`config.mk`:
```
export PLATFORM = sky130hd
export DESIGN_NAME = scd_decoder
export DESIGN_NICKNAME = d
export VERILOG_FILES = /design/src/logic/scd_pkg.sv /design/src/logic/scd_class_rom.sv /design/src/logic/scd_decoder.sv
export VERILOG_INCLUDE_DIRS = /design/src /design/src/logic
export SDC_FILE = /design/constraint.sdc
export NUM_CORES = 1
export LEC_CHECK = 0
export ABC_AREA = 1
export BUFFER_PORTS_ARGS = -buffer_cell sky130_fd_sc_hd__buf_2
export CORE_ASPECT_RATIO = 0.75
export CORE_MARGIN = 10
export CORE_UTILIZATION = 53
export CTS_CLUSTER_SIZE = 30
export DETAILED_ROUTE_END_ITERATION = 10
export GPL_TIMING_DRIVEN = 0
export PLACE_DENSITY = 0.85
export SLEW_MARGIN = 20
export SYNTH_ARGS = -nofsm -noshare
export SYNTH_HDL_FRONTEND = slang
export SYNTH_SLANG_ARGS = --single-unit
```
`constraint.sdc`:
```
create_clock -name CLK_IN -period 1.79 [get_ports CLK_IN]
set_clock_uncertainty 0.15 [all_clocks]
set_input_delay 0.0895 -clock CLK_IN [delete_from_list [all_inputs] [get_ports CLK_IN]]
set_output_delay 0.0895 -clock CLK_IN [all_outputs]
set_load 0.005 [all_outputs]
```
`src/logic/scd_consts.svh`:
```
// Bit positions, field widths and fixed codes of the serial command word.
`ifndef SCD_CONSTS_SVH
`define SCD_CONSTS_SVH
`define SCD_POS_IDX 5'd2
`define SCD_POS_LINE_LO 5'd4
`define SCD_POS_OP_LO 5'd9
`define SCD_POS_SEC_LO 5'd15
`define SCD_POS_LAST 5'd24
`define SCD_OP_W 6
`define SCD_LINE_W 5
`define SCD_SEC_W 8
`define SCD_FAST_W 4
`define SCD_FAST_LINE 5'h00
`define SCD_ALT_LINE_BIT 0
`define SCD_W20_BIT 4
`endif

```
`src/logic/scd_pkg.sv`:
```
// Types shared by the command class decoder files.
package scd_pkg;
  typedef enum logic [1:0] {
    SCD_CLS_NONE = 2'b00,
    SCD_CLS_ONE = 2'b01,
    SCD_CLS_TWO = 2'b10,
    SCD_CLS_THREE = 2'b11
  } scd_class_t;
endpackage : scd_pkg

```
`src/logic/scd_class_rom.sv`:
```
// Op code to timing class, dual meaning and branch lookup.
`timescale 1ns/1ns
module scd_class_rom
  import scd_pkg::*;
(
  input wire logic [5:0] op_in,
  output scd_class_t cls_out,
  output logic dual_out,
  output logic branch_out
);

  ////////////////////////////////////////////////////////////////////////////
  always_comb
  begin
    case (op_in) inside
      [6'h10:6'h16], [6'h18:6'h1b], [6'h30:6'h37], [6'h38:6'h3b]:
        cls_out = SCD_CLS_ONE;
      6'h00, 6'h01, 6'h02, 6'h04, 6'h05, 6'h06, 6'h08, 6'h09, 6'h0a, 6'h0c, 6'h0d,
      [6'h20:6'h27], [6'h28:6'h2b], [6'h2d:6'h2f]:
        cls_out = SCD_CLS_TWO;
      6'h03, 6'h07, 6'h0b, 6'h0e, 6'h0f, [6'h1c:6'h1f], 6'h3d, 6'h3f:
        cls_out = SCD_CLS_THREE;
      default:
        cls_out = SCD_CLS_NONE;
    endcase
  end

  // Codes whose meaning is picked by the address field.
  assign dual_out = (op_in == 6'h00) || (op_in == 6'h10) || (op_in == 6'h11) ||
                    (op_in == 6'h12) || (op_in == 6'h19) || (op_in == 6'h1b);

  // Conditional transfers that the branch condition flag steers.
  assign branch_out = ((op_in >= 6'h1c) && (op_in <= 6'h1f)) ||
                      (op_in == 6'h3d) || (op_in == 6'h3f);

endmodule : scd_class_rom

```
`src/logic/scd_decoder.sv`:
```
// Serial command word capture and execution class decoder.
//
// Contract
// - Bits 9 to 14 of each serial command word are caught in six op code flops.
// - Codes 20-26, 30-33, 60-67, 70-73 octal are class one, run up to the address sector.
// - Codes 00-02, 04-06, 10-12, 14, 15, 40-47, 50-53, 55-57 octal are class two.
// - Codes 03, 07, 13, 16, 17, 34-37, 75, 77 octal are class three, two sectors.
// - Codes 00, 20, 21, 22, 31, 33 pick one of two operations from the address field.
// - A long line holds 256 sectors, so the sector part of an address is eight bits.
// - Line 00 is a fast line of 16 words, each recurring 16 times per long circulation.
// - Every command carries one operand address, optionally modified by the index.
// - Codes with the weight-20 bit set go straight to execution, ending at the address sector.
// - For branch codes the condition flag chooses between transfer and next command.
// - Command bit 2 is held and selects the operand line from the index or the command.
`timescale 1ns/1ns
`include "scd_consts.svh"
module scd_decoder
  import scd_pkg::*;
#(
  parameter int OP_W = `SCD_OP_W,
  parameter int LINE_W = `SCD_LINE_W,
  parameter int SEC_W = `SCD_SEC_W,
  parameter int FAST_W = `SCD_FAST_W
)
(
  input wire logic CLK_IN,
  input wire logic RST_IN,
  input wire logic CMD_BIT_IN,
  input wire logic CMD_BIT_VALID_IN,
  input wire logic [4:0] BIT_POS_IN,
  input wire logic [LINE_W-1:0] INDEX_LINE_IN,
  input wire logic BRANCH_COND_IN,
  output logic DECODE_VALID_OUT,
  output logic [OP_W-1:0] OPCODE_OUT,
  output scd_class_t CLASS_OUT,
  output logic UNDEFINED_OUT,
  output logic DUAL_MEANING_OUT,
  output logic ALT_OP_OUT,
  output logic DIRECT_EXEC_OUT,
  output logic BRANCH_TAKE_OUT,
  output logic BRANCH_SKIP_OUT,
  output logic INDEX_SELECT_OUT,
  output logic [LINE_W-1:0] OPERAND_LINE_OUT,
  output logic [SEC_W-1:0] OPERAND_SECTOR_OUT,
  output logic FAST_LINE_OUT,
  output logic [FAST_W-1:0] FAST_WORD_OUT
);

  logic [OP_W-1:0] op_q;
  logic [LINE_W-1:0] line_q;
  logic [SEC_W-1:0] sec_q;
  logic [OP_W-1:0] op_d;
  logic [LINE_W-1:0] line_d;
  logic [SEC_W-1:0] sec_d;
  logic idx_sel_q;
  scd_class_t cls;
  logic dual;
  logic branch;
  logic word_end;
  logic [LINE_W-1:0] eff_line;

  ////////////////////////////////////////////////////////////////////////////
  // Field capture. Each flop loads only at its own bit time, so a stray
  // bit outside the read phase cannot disturb a held command.
  assign word_end = CMD_BIT_VALID_IN && (BIT_POS_IN == `SCD_POS_LAST);

  always_ff @(posedge CLK_IN)
  begin
    if (RST_IN)
      idx_sel_q <= 1'b0;
    else if (CMD_BIT_VALID_IN && (BIT_POS_IN == `SCD_POS_IDX))
      idx_sel_q <= CMD_BIT_IN;
  end

  genvar gi;
  generate
    for (gi = 0; gi < OP_W; gi++)
    begin : g_op
      assign op_d[gi] = (CMD_BIT_VALID_IN && (BIT_POS_IN == 5'(`SCD_POS_OP_LO + gi))) ?
                        CMD_BIT_IN : op_q[gi];
    end
    for (gi = 0; gi < LINE_W; gi++)
    begin : g_line
      assign line_d[gi] = (CMD_BIT_VALID_IN && (BIT_POS_IN == 5'(`SCD_POS_LINE_LO + gi))) ?
                          CMD_BIT_IN : line_q[gi];
    end
    for (gi = 0; gi < SEC_W; gi++)
    begin : g_sec
      assign sec_d[gi] = (CMD_BIT_VALID_IN && (BIT_POS_IN == 5'(`SCD_POS_SEC_LO + gi))) ?
                         CMD_BIT_IN : sec_q[gi];
    end
  endgenerate

  // One process owns each field register, so no bit has two writers.
  always_ff @(posedge CLK_IN)
  begin
    if (RST_IN)
    begin
      op_q <= '0;
      line_q <= '0;
      sec_q <= '0;
    end
    else
    begin
      op_q <= op_d;
      line_q <= line_d;
      sec_q <= sec_d;
    end
  end

  ////////////////////////////////////////////////////////////////////////////
  // Decode.
  scd_class_rom u_rom (
    .op_in(op_q),
    .cls_out(cls),
    .dual_out(dual),
    .branch_out(branch)
  );

  // One operand address: the line comes from the index or the command.
  assign eff_line = idx_sel_q ? INDEX_LINE_IN : line_q;

  ////////////////////////////////////////////////////////////////////////////
  // Output flops, loaded once per command at the last bit time so that the
  // datapath never sees a half-shifted op code.
  always_ff @(posedge CLK_IN)
  begin
    if (RST_IN)
      DECODE_VALID_OUT <= 1'b0;
    else
      DECODE_VALID_OUT <= word_end;
  end

  always_ff @(posedge CLK_IN)
  begin
    if (RST_IN)
    begin
      OPCODE_OUT <= '0;
      CLASS_OUT <= SCD_CLS_NONE;
      UNDEFINED_OUT <= 1'b0;
      DUAL_MEANING_OUT <= 1'b0;
      ALT_OP_OUT <= 1'b0;
      DIRECT_EXEC_OUT <= 1'b0;
      BRANCH_TAKE_OUT <= 1'b0;
      BRANCH_SKIP_OUT <= 1'b0;
      INDEX_SELECT_OUT <= 1'b0;
      OPERAND_LINE_OUT <= '0;
      OPERAND_SECTOR_OUT <= '0;
      FAST_LINE_OUT <= 1'b0;
      FAST_WORD_OUT <= '0;
    end
    else if (word_end)
    begin
      OPCODE_OUT <= op_q;
      CLASS_OUT <= cls;
      UNDEFINED_OUT <= (cls == SCD_CLS_NONE);
      DUAL_MEANING_OUT <= dual;
      ALT_OP_OUT <= dual && line_q[`SCD_ALT_LINE_BIT];
      DIRECT_EXEC_OUT <= op_q[`SCD_W20_BIT];
      BRANCH_TAKE_OUT <= branch && BRANCH_COND_IN;
      BRANCH_SKIP_OUT <= branch && !BRANCH_COND_IN;
      INDEX_SELECT_OUT <= idx_sel_q;
      OPERAND_LINE_OUT <= eff_line;
      OPERAND_SECTOR_OUT <= sec_q;
      FAST_LINE_OUT <= (eff_line == `SCD_FAST_LINE);
      FAST_WORD_OUT <= sec_q[FAST_W-1:0];
    end
  end
endmodule : scd_decoder

```
==> metrics.txt, run 1 <==
Reg2Reg Setup Slack=340 ps; CP Max Fanout=10; # H-tree levels=2; EDFF count, synth=0; clk_lat worst skew=300 ps; Starting Density=54.3%; Post-synth top flop=dfxtp_1; CP Launch Point=RST_IN; crit path max-delay cell type=dlygate4sd3_1; LEAKAGE=1.19 nW; CP startpoint kind=primary input; reg2reg start=op_q[0]; critical path class=primary input to register; number of remaining DRC errors=0; Reg2Reg Depth=7; Rel. slew slack=64.0%; Layout area overhead=20.5%; worst slew pin tran=540 ps; Avg WL per Cell=13.5 µm; critical path required time=1870 ps; share of cells above drive strength 1=24.7%; vias in the first global route=1980; RePlAce Congestion=0.912; RSZ-0062 raised after global routing=false; post-cts resize count=0; Vias/cell=5.16; I/O pin cnt=49; Seq/Total Area, Yosys=44.8%; Worst Setup EP=OPERAND_SECTOR_OUT[1]; Final Slew Violations=0; die width=94.2 µm; count of different cell masters after synthesis=30; DIE AREA=7130 µm²; Core Rows=20; IR drop worst, VDD=0.488 mV; CTS Hold Bufs=4; Total Power=2.01 mW; worst r2r dst=UNDEFINED_OUT; Tcrit/Tclk final=90.5%; number of synthesized register bits=49; final count of hold timing violations=0; PwrDens=760 nW/µm²; 1st-iter DRT viols=138; Core ar.=4030 µm²; Clock transition at path regs=80 ps; syn_area_per_cell=7.45 µm²; Final TNS setup=0 ps; IO Port Bufs=47; Crit. End Element=register; final hold slack=13.3 ps; status=finished clean; clk buf depth=2; Setup Fix Bufs, Post-CTS=0; initial antenna violation count=0; GRT Resource Usage Total=15.9%; post-layout net count=367; Worst Path Arrival=1700 ps; Inserted Diodes=0; delay-heaviest family, CP=buffers and inverters; first-pass GRT wire length=9070 µm; Synth Warn #=0; cell count after placement=396; setup violators final=0; Post-Layout Cell Count=407; CTS tree=done; root buffer cell=clkbuf_8; fraction of registers with async set/reset=0%; slowest cell delay on critical path=530 ps; path length in cells of the critical path=6; Total Wirelength=5480 µm; DP HPWL=4090 µm; cells after synthesis=294; height of the chip=75.7 µm; synthesized area=2190 µm²; f_max=617 MHz; MaxCap Viol Count=0; pin count of the biggest net entering global routing=15; critical path, cell by cell=dlygate4sd3_1 -> buf_2 -> inv_1 -> clkbuf_1 -> o21ai_0 -> nor2_1; via count=2100; Crit path buffers/inverters=4; Pre-antenna DRT Iters=4; Sink Count=49; post-route antenna net violation count=0; Period minus WS final=1620 ps; worst min path class=primary input to register; Num CTS Buffers=5; total gr overflow=0; synthesized net count=309
per-stage QoR:
step / utilization, % / cell area (µm²) / worst slack, ps
6_report: 65.5 / 2640 / 170
4_1_cts: 65.5 / 2640 / 178
3_3_place_gp: 61.9 / 2490 / 415
2_1_floorplan: - / 2190 / 536
5_1_grt: 65.5 / 2640 / 18.9
3_5_place_dp: 61.9 / 2490 / 377
worst reg2reg max path, cell delays in order, from the launching register on:
cell	delay, ps
dfxtp_1	370
inv_1	160
nand2_1	110
nand2_1	140
nand2_1	70
a21oi_1	180
nand2_1	100
a21oi_2	120
sequential cells by signal, indices dropped and copies added, names as in the netlist:
register,count
BRANCH_TAKE_OUT,1
BRANCH_SKIP_OUT,1
FAST_LINE_OUT,1
OPERAND_LINE_OUT,5
op_q,6
INDEX_SELECT_OUT,1
line_q,5
UNDEFINED_OUT,1
OPERAND_SECTOR_OUT,8
ALT_OP_OUT,1
OPCODE_OUT,6
sec_q,8
idx_sel_q,1
DECODE_VALID_OUT,1
CLASS_OUT,2
DUAL_MEANING_OUT,1
cells in the final DEF (no fill, tap or decap), types with 2 or more instances in the layout:
cell type / netlist / routed
buf_2: 2 / 49
nor3_2: 2 / 2
a21oi_2: 6 / 6
inv_2: 2 / 2
clkbuf_8: 0 / 5
dfxtp_1: 49 / 49
o21ai_2: 2 / 2
o21ai_0: 26 / 26
nor2_1: 33 / 33
buf_4: 5 / 5
nor2_4: 2 / 2
a21oi_1: 32 / 32
inv_1: 20 / 20
dlygate4sd3_1: 0 / 4
buf_6: 2 / 2
o21ai_1: 6 / 6
nor3_1: 3 / 3
nand3_1: 17 / 17
nand2_1: 66 / 66
nand3_2: 2 / 2
clkbuf_1: 6 / 6
where the power goes:
| part | total, mW | internal, mW | switching, mW | leakage (nW) |
|---|---|---|---|---|
| sequential | 1.11 | 1.10 | 0.00714 | 0.395 |
| combinational | 0.139 | 0.0471 | 0.0923 | 0.741 |
| clock | 0.760 | 0.406 | 0.353 | 0.0540 |
| total | 2.01 | 1.55 | 0.453 | 1.19 |
worst min-delay path by stage:
stage | from | endpoint | slack (ps) | cells after the start
after floorplan | RST_IN | ALT_OP_OUT | 2 | 1
after global placement | RST_IN | ALT_OP_OUT | 170 | 2
after detailed placement | RST_IN | ALT_OP_OUT | 170 | 2
after CTS | BIT_POS_IN[3] | sec_q[3] | 6 | 4
after global routing | BIT_POS_IN[3] | sec_q[2] | 30 | 4
final | BIT_POS_IN[3] | sec_q[3] | 10 | 4
area by class of cell:
cell class | count | area [µm²]
clock inverter | 2 | 35.0
timing repair buffer | 51 | 275
fill | 364 | 1390
tap | 55 | 68.8
multi-input combinational | 206 | 1010
buffer | 16 | 108
sequential | 49 | 981
clock buffer | 5 | 68.8
inverter | 23 | 88.8
cells by family (layout without fill, tap and decap cells):
family / after synthesis / after routing / synth area share [%]
and+or+nand+nor: 131 / 131 / 27.3
DFF: 49 / 49 / 44.8
AOI/OAI and AO/OA: 75 / 75 / 18.9
buffers and inverters: 39 / 97 / 8.97
per-layer routing:
metal / GRT usage, % / part of all wire (%) / vias up
li1: - / - / 1073
met5: 0 / 0 / -
met2: 25.1 / 43 / 72
met1: 19.5 / 48 / 948
met4: 4.71 / 0.86 / 0
met3: 6.50 / 8.7 / 7
Yosys cell counts (2+ instances only):
| cell | count | share of area, % |
|---|---|---|
| clkbuf_1 | 6 | 1.0 |
| inv_1 | 20 | 3.4 |
| buf_4 | 5 | 1.7 |
| nor2_1 | 33 | 5.7 |
| o21ai_0 | 26 | 5.9 |
| a21oi_1 | 32 | 7.3 |
| o21ai_2 | 2 | 0.80 |
| nor2_4 | 2 | 1.0 |
| o21ai_1 | 6 | 1.4 |
| nand3_2 | 2 | 0.91 |
| buf_6 | 2 | 1.0 |
| nor3_1 | 3 | 0.69 |
| nor3_2 | 2 | 0.91 |
| dfxtp_1 | 49 | 45 |
| nand2_1 | 66 | 11 |
| nand3_1 | 17 | 3.9 |
| inv_2 | 2 | 0.34 |
| a21oi_2 | 6 | 2.4 |
| buf_2 | 2 | 0.46 |
Note: power is estimated with default switching activity, not from simulation.
==> run 2: changes to the inputs <==
--- a/config.mk
+++ b/config.mk
@@ -18,4 +18,5 @@
 export SLEW_MARGIN = 20
 export SYNTH_ARGS = -nofsm -noshare
 export SYNTH_HDL_FRONTEND = slang
+export SYNTH_HIERARCHICAL = 1
 export SYNTH_SLANG_ARGS = --single-unit
==> run 2 against run 1 <==
- combinational power fell by 6%
- synthesized area rose by 2.9%
- sequential share of layout area fell by 1.3 points
- largest cell class unchanged
- critical path type unchanged
- critical endpoint is now idx_sel_q
- first-iteration DRC count fell by 4.3%
- largest power group unchanged
==> metrics.txt, run 2 <==
most frequent cells in the layout=nand2_1 (94), dfxtp_1 (49), buf_2 (47); IR drop worst, VDD=0.384 mV; Sink Count=49; critical path required time=1880 ps; Crit. End Element=register; clk_lat worst skew=310 ps; clk buf depth=2; final core area utilization=67.0%; Total Power=2.06 mW; Post-Synth Adder-Cell Area=0%; Seq/Total Area, Yosys=43.5%; Design Area, Final=2730 µm²; Core Rows=20; CP Max Fanout=10; area share of xor/xnor cells in the synthesized design=0%; synthesized area=2250 µm²; CP startpoint kind=primary input; Starting Density=55.2%; cells after synthesis=317; height of the chip=76.5 µm; post-layout net count=391; total gr overflow=0; biggest regs=OPERAND_SECTOR_OUT x8, sec_q x8; Inserted Diodes=0; Worst Path Arrival=1740 ps; # H-tree levels=2; synth cell count leaders=nand2_1 (94), dfxtp_1 (49), a21oi_1 (37), inv_1 (27), nand3_1 (22); GRT Resource Usage Total=15.8%; Final TNS setup=0 ps; Total Wirelength=5680 µm; area share of the largest cell type after synthesis=43.5%; via count=2185; combinational family with the most area after synthesis=simple AND/OR/NAND/NOR gates; IO Port Bufs=46; MaxCap Viol Count=0; RSZ-0062 raised after global routing=false; Clock transition at path regs=90 ps; post-route antenna net violation count=0; DP Area=2550 µm²; vias in the first global route=2091; synthesized net count=332; DIE AREA=7290 µm²; PwrDens=752 nW/µm²; critical path class=primary input to register; LEAKAGE=1.15 nW; f_max=607 MHz; CTS tree=done; Core ar.=4080 µm²; root buffer cell=clkbuf_8; DP HPWL=4290 µm; 1st-iter DRT viols=132; RePlAce Congestion=0.866; Post-synth top flop=dfxtp_1; die width=95.3 µm; count of different cell masters after synthesis=22; syn_area_per_cell=7.11 µm²; simple-gate area share of the yosys netlist=30.1%; pin count of the biggest net entering global routing=15; fraction of registers with async set/reset=0%; Rel. slew slack=58.0%; final count of hold timing violations=0; status=finished clean; post-synth top area cell=dfxtp_1; Num CTS Buffers=5; ranking of synthesized cells by area=dfxtp_1 (44%), nand2_1 (16%), a21oi_1 (8.2%); EDFF count, synth=0; mux cell area share after synthesis=0%; I/O pin cnt=49; setup violators final=0; number of remaining DRC errors=0; Pre-antenna DRT Iters=5; worst slew pin tran=630 ps; Setup Fix Bufs, Post-CTS=0; leading cell type in the layout, fill and taps excluded=nand2_1; Layout area overhead=21.3%; Vias/cell=5.06; Final Slew Violations=0; number of synthesized register bits=49; most frequent cell after synthesis=nand2_1; Avg WL per Cell=13.2 µm; worst min path class=primary input to register; share of cells above drive strength 1=24.7%; first-pass GRT wire length=9430 µm; initial antenna violation count=0; Period minus WS final=1650 ps; Synth Warn #=6; Tcrit/Tclk final=92.0%; post-synthesis compound-gate area fraction=16.7%
-- run 2: worst paths after layout --
check	from	endpoint	slack [ps]	depth (start not counted)
max reg2reg	op_q[2]	UNDEFINED_OUT	300	8
max	RST_IN	idx_sel_q	140	6
min	BIT_POS_IN[3]	sec_q[3]	5	4
min reg2reg	line_q[4]	line_q[4]	310	2
-- run 2: where the power goes --
| part | internal, mW | switching (mW) | total, mW |
|---|---|---|---|
| sequential | 1.10 | 0.00521 | 1.10 |
| combinational | 0.0426 | 0.0877 | 0.130 |
| clock | 0.456 | 0.369 | 0.825 |
| total | 1.59 | 0.462 | 2.06 |
-- run 2: worst max-delay path: stages --
cell           delay (ps)
dlygate4sd3_1         540
clkbuf_1              230
inv_1                 210
clkbuf_1              360
o21ai_0               150
a21oi_1               150
-- run 2: cells by family after synthesis --
| group | after synthesis |
|---|---|
| buffers and inverters | 48 |
| AO/OA/AOI/OAI | 67 |
| flip-flops | 49 |
| AND/OR/NAND/NOR | 153 |
-- run 2: timing repair --
item,4_1_cts,5_1_grt
hold buffers,6,0
gates resized for setup,0,1
hold endpoints to repair,7,0
setup endpoints to repair,0,1
-- run 2: per-layer routing --
metal  up-vias  wire [µm]  share of wire [%]  track usage [%]
met5         -          0                  0                0
met4         0         80                1.4             6.87
met3        11        508                8.9             5.31
met2        76       2420                 43             23.1
met1       969       2680                 47             20.3
li1       1129          -                  -                -
-- run 2: metrics by stage --
step                std cells  hold WS [ps]  setup WS (ps)
CTS                       432          1.56            185
global route              432          25.6           12.6
global placement          418           217            346
finish                    432          5.02            143
floorplan                 317          90.6            478
detailed placement        418           239            325
-- run 2: area by class of cell --
type,count,area [µm²]
clock buffers,7,86.3
fillers,356,1350
well taps,55,68.8
clock inverters,1,30.0
repair buffers,52,290
flip-flops and latches,49,981
multi-input cells,220,1060
inverters,31,116
plain buffers,17,103
==> run 3: changes to the inputs <==
--- a/config.mk
+++ b/config.mk
@@ -15,6 +15,7 @@
 export DETAILED_ROUTE_END_ITERATION = 10
 export GPL_TIMING_DRIVEN = 0
 export PLACE_DENSITY = 0.85
+export RECOVER_POWER = 50
 export SLEW_MARGIN = 20
 export SYNTH_ARGS = -nofsm -noshare
 export SYNTH_HDL_FRONTEND = slang
==> run 3 against run 2 <==
- clock power about the same
- total power about the same
- critical path type unchanged
- via count up 0.37%
- routed wire length up 0.51%
==> metrics.txt, run 3 (synthesis gave the netlist of run 2 again) <==
status=finished clean; final count of hold timing violations=0; DP Area=2550 µm²; LEAKAGE=1.07 nW; Vias/cell=5.08; Layout fillers=373; Design Area, Final=2710 µm²; via count=2193; clk buf depth=2; IO Port Bufs=46; # H-tree levels=2; final worst slack=143 ps; DIE AREA=7290 µm²; CP startpoint kind=primary input; reg2reg start=op_q[5]; cell count after placement=418; post-route antenna net violation count=0; IR drop worst, VDD=0.384 mV; post-layout net count=391; Worst Path Arrival=1740 ps; worst r2r dst=UNDEFINED_OUT; Final TNS setup=0 ps; GRT Resource Usage Total=15.8%; biggest regs=OPERAND_SECTOR_OUT x8, sec_q x8; Reg2Reg Depth=8; GR Util met3=5.31%; critical path required time=1880 ps; CP Launch Point=RST_IN; height of the chip=76.5 µm; met2 usage in global routing=23.1%; GRT busiest layer=met2; root buffer cell=clkbuf_8; Core ar.=4080 µm²; clk_lat worst skew=310 ps; 1st-iter DRT viols=126; f_max=607 MHz; Inserted Diodes=0; worst min path class=primary input to register; Core Rows=20; Layout area overhead=20.3%; Hold Path Depth=4; setup violators final=0; Post-Layout Cell Count=432; die width=95.3 µm; met1 usage=20.3%; PwrDens=758 nW/µm²; Crit. End Element=register; Period minus WS final=1650 ps; total gr overflow=0; RSZ-0062 raised after global routing=false; CP Max Fanout=10; Clock transition at path regs=90 ps; Starting Density=55.2%; Avg WL per Cell=13.2 µm; Tcrit/Tclk final=92.0%; I/O pin cnt=49; pre-CTS setup slack=325 ps; Reg2Reg Setup Slack=290 ps; Num CTS Buffers=5; most frequent cells in the layout=nand2_1 (94), dfxtp_1 (49), a21oi_1 (37); number of remaining DRC errors=0; share of cells above drive strength 1=19.9%; Final Slew Violations=0; first-pass GRT wire length=9430 µm; CTS tree=done; critical path class=primary input to register; Worst Hold Path EP=sec_q[3]; DP HPWL=4290 µm; worst slew pin tran=639 ps; Rel. slew slack=57.4%; MaxCap Viol Count=0; hold_sp=BIT_POS_IN[3]; Total Wirelength=5710 µm; RePlAce Congestion=0.866; Pre-antenna DRT Iters=5; leading cell type in the layout, fill and taps excluded=nand2_1; Setup Fix Bufs, Post-CTS=0; pin count of the biggest net entering global routing=15; Sink Count=49; vias in the first global route=2091; initial antenna violation count=0
-- run 3: cell count changes in the layout (fill, tap and decap cells not counted) --
cell	previous run	this run
buf_2	47	29
buf_4	5	0
clkbuf_1	10	28
clkbuf_4	0	5
-- run 3: final cells by class --
type / instances / area (µm²) / area share, %
timing repair buffer: 52 / 268 / 9.88
clock buffer: 7 / 86.3 / 3.18
sequential: 49 / 981 / 36.2
tap: 55 / 68.8 / 2.54
buffer: 17 / 103 / 3.78
clock inverter: 1 / 30.0 / 1.11
inverter: 31 / 116 / 4.29
multi-input combinational: 220 / 1060 / 39.0
-- run 3: worst max path at each step --
stage	end	slack (ps)	cells past startpoint
detailed placement	OPERAND_SECTOR_OUT[1]	330	7
finish	idx_sel_q	140	6
CTS	idx_sel_q	180	6
global route	OPCODE_OUT[4]	10	6
global placement	UNDEFINED_OUT	350	8
floorplan	UNDEFINED_OUT	480	8
-- run 3: repair_timing --
item	4_1_cts	5_1_grt
gates resized for setup	0	1
hold endpoints to repair	7	0
endpoints found under the setup margin	0	1
hold buffers	6	0
-- run 3: power breakdown --
group          switching, mW  total (mW)  internal (mW)
sequential           0.00524        1.10           1.10
clock                  0.370       0.825          0.456
combinational         0.0878       0.130         0.0424
total                  0.463        2.06           1.59
-- run 3: worst max-delay path, stage by stage --
cell and delay, ps:
dlygate4sd3_1 540, clkbuf_1 230, inv_1 210, clkbuf_1 360, o21ai_0 150, a21oi_1 150
-- run 3: per-stage QoR --
step / utilization, % / hold WS (ps) / power (mW)
CTS: 66.9 / 1.56 / 2.06
floorplan: - / 90.6 / 1.20
finish: 66.5 / 5.88 / 2.06
global route: 66.5 / 25.6 / 2.12
global placement: 62.6 / 217 / 1.24
detailed placement: 62.6 / 239 / 1.25
-- run 3: per-layer routing --
metal  share of wire [%]  wire length (µm)
met3                 8.8               504
met2                  42              2400
met4                 1.5                88
met1                  48              2720
met5                   0                 0
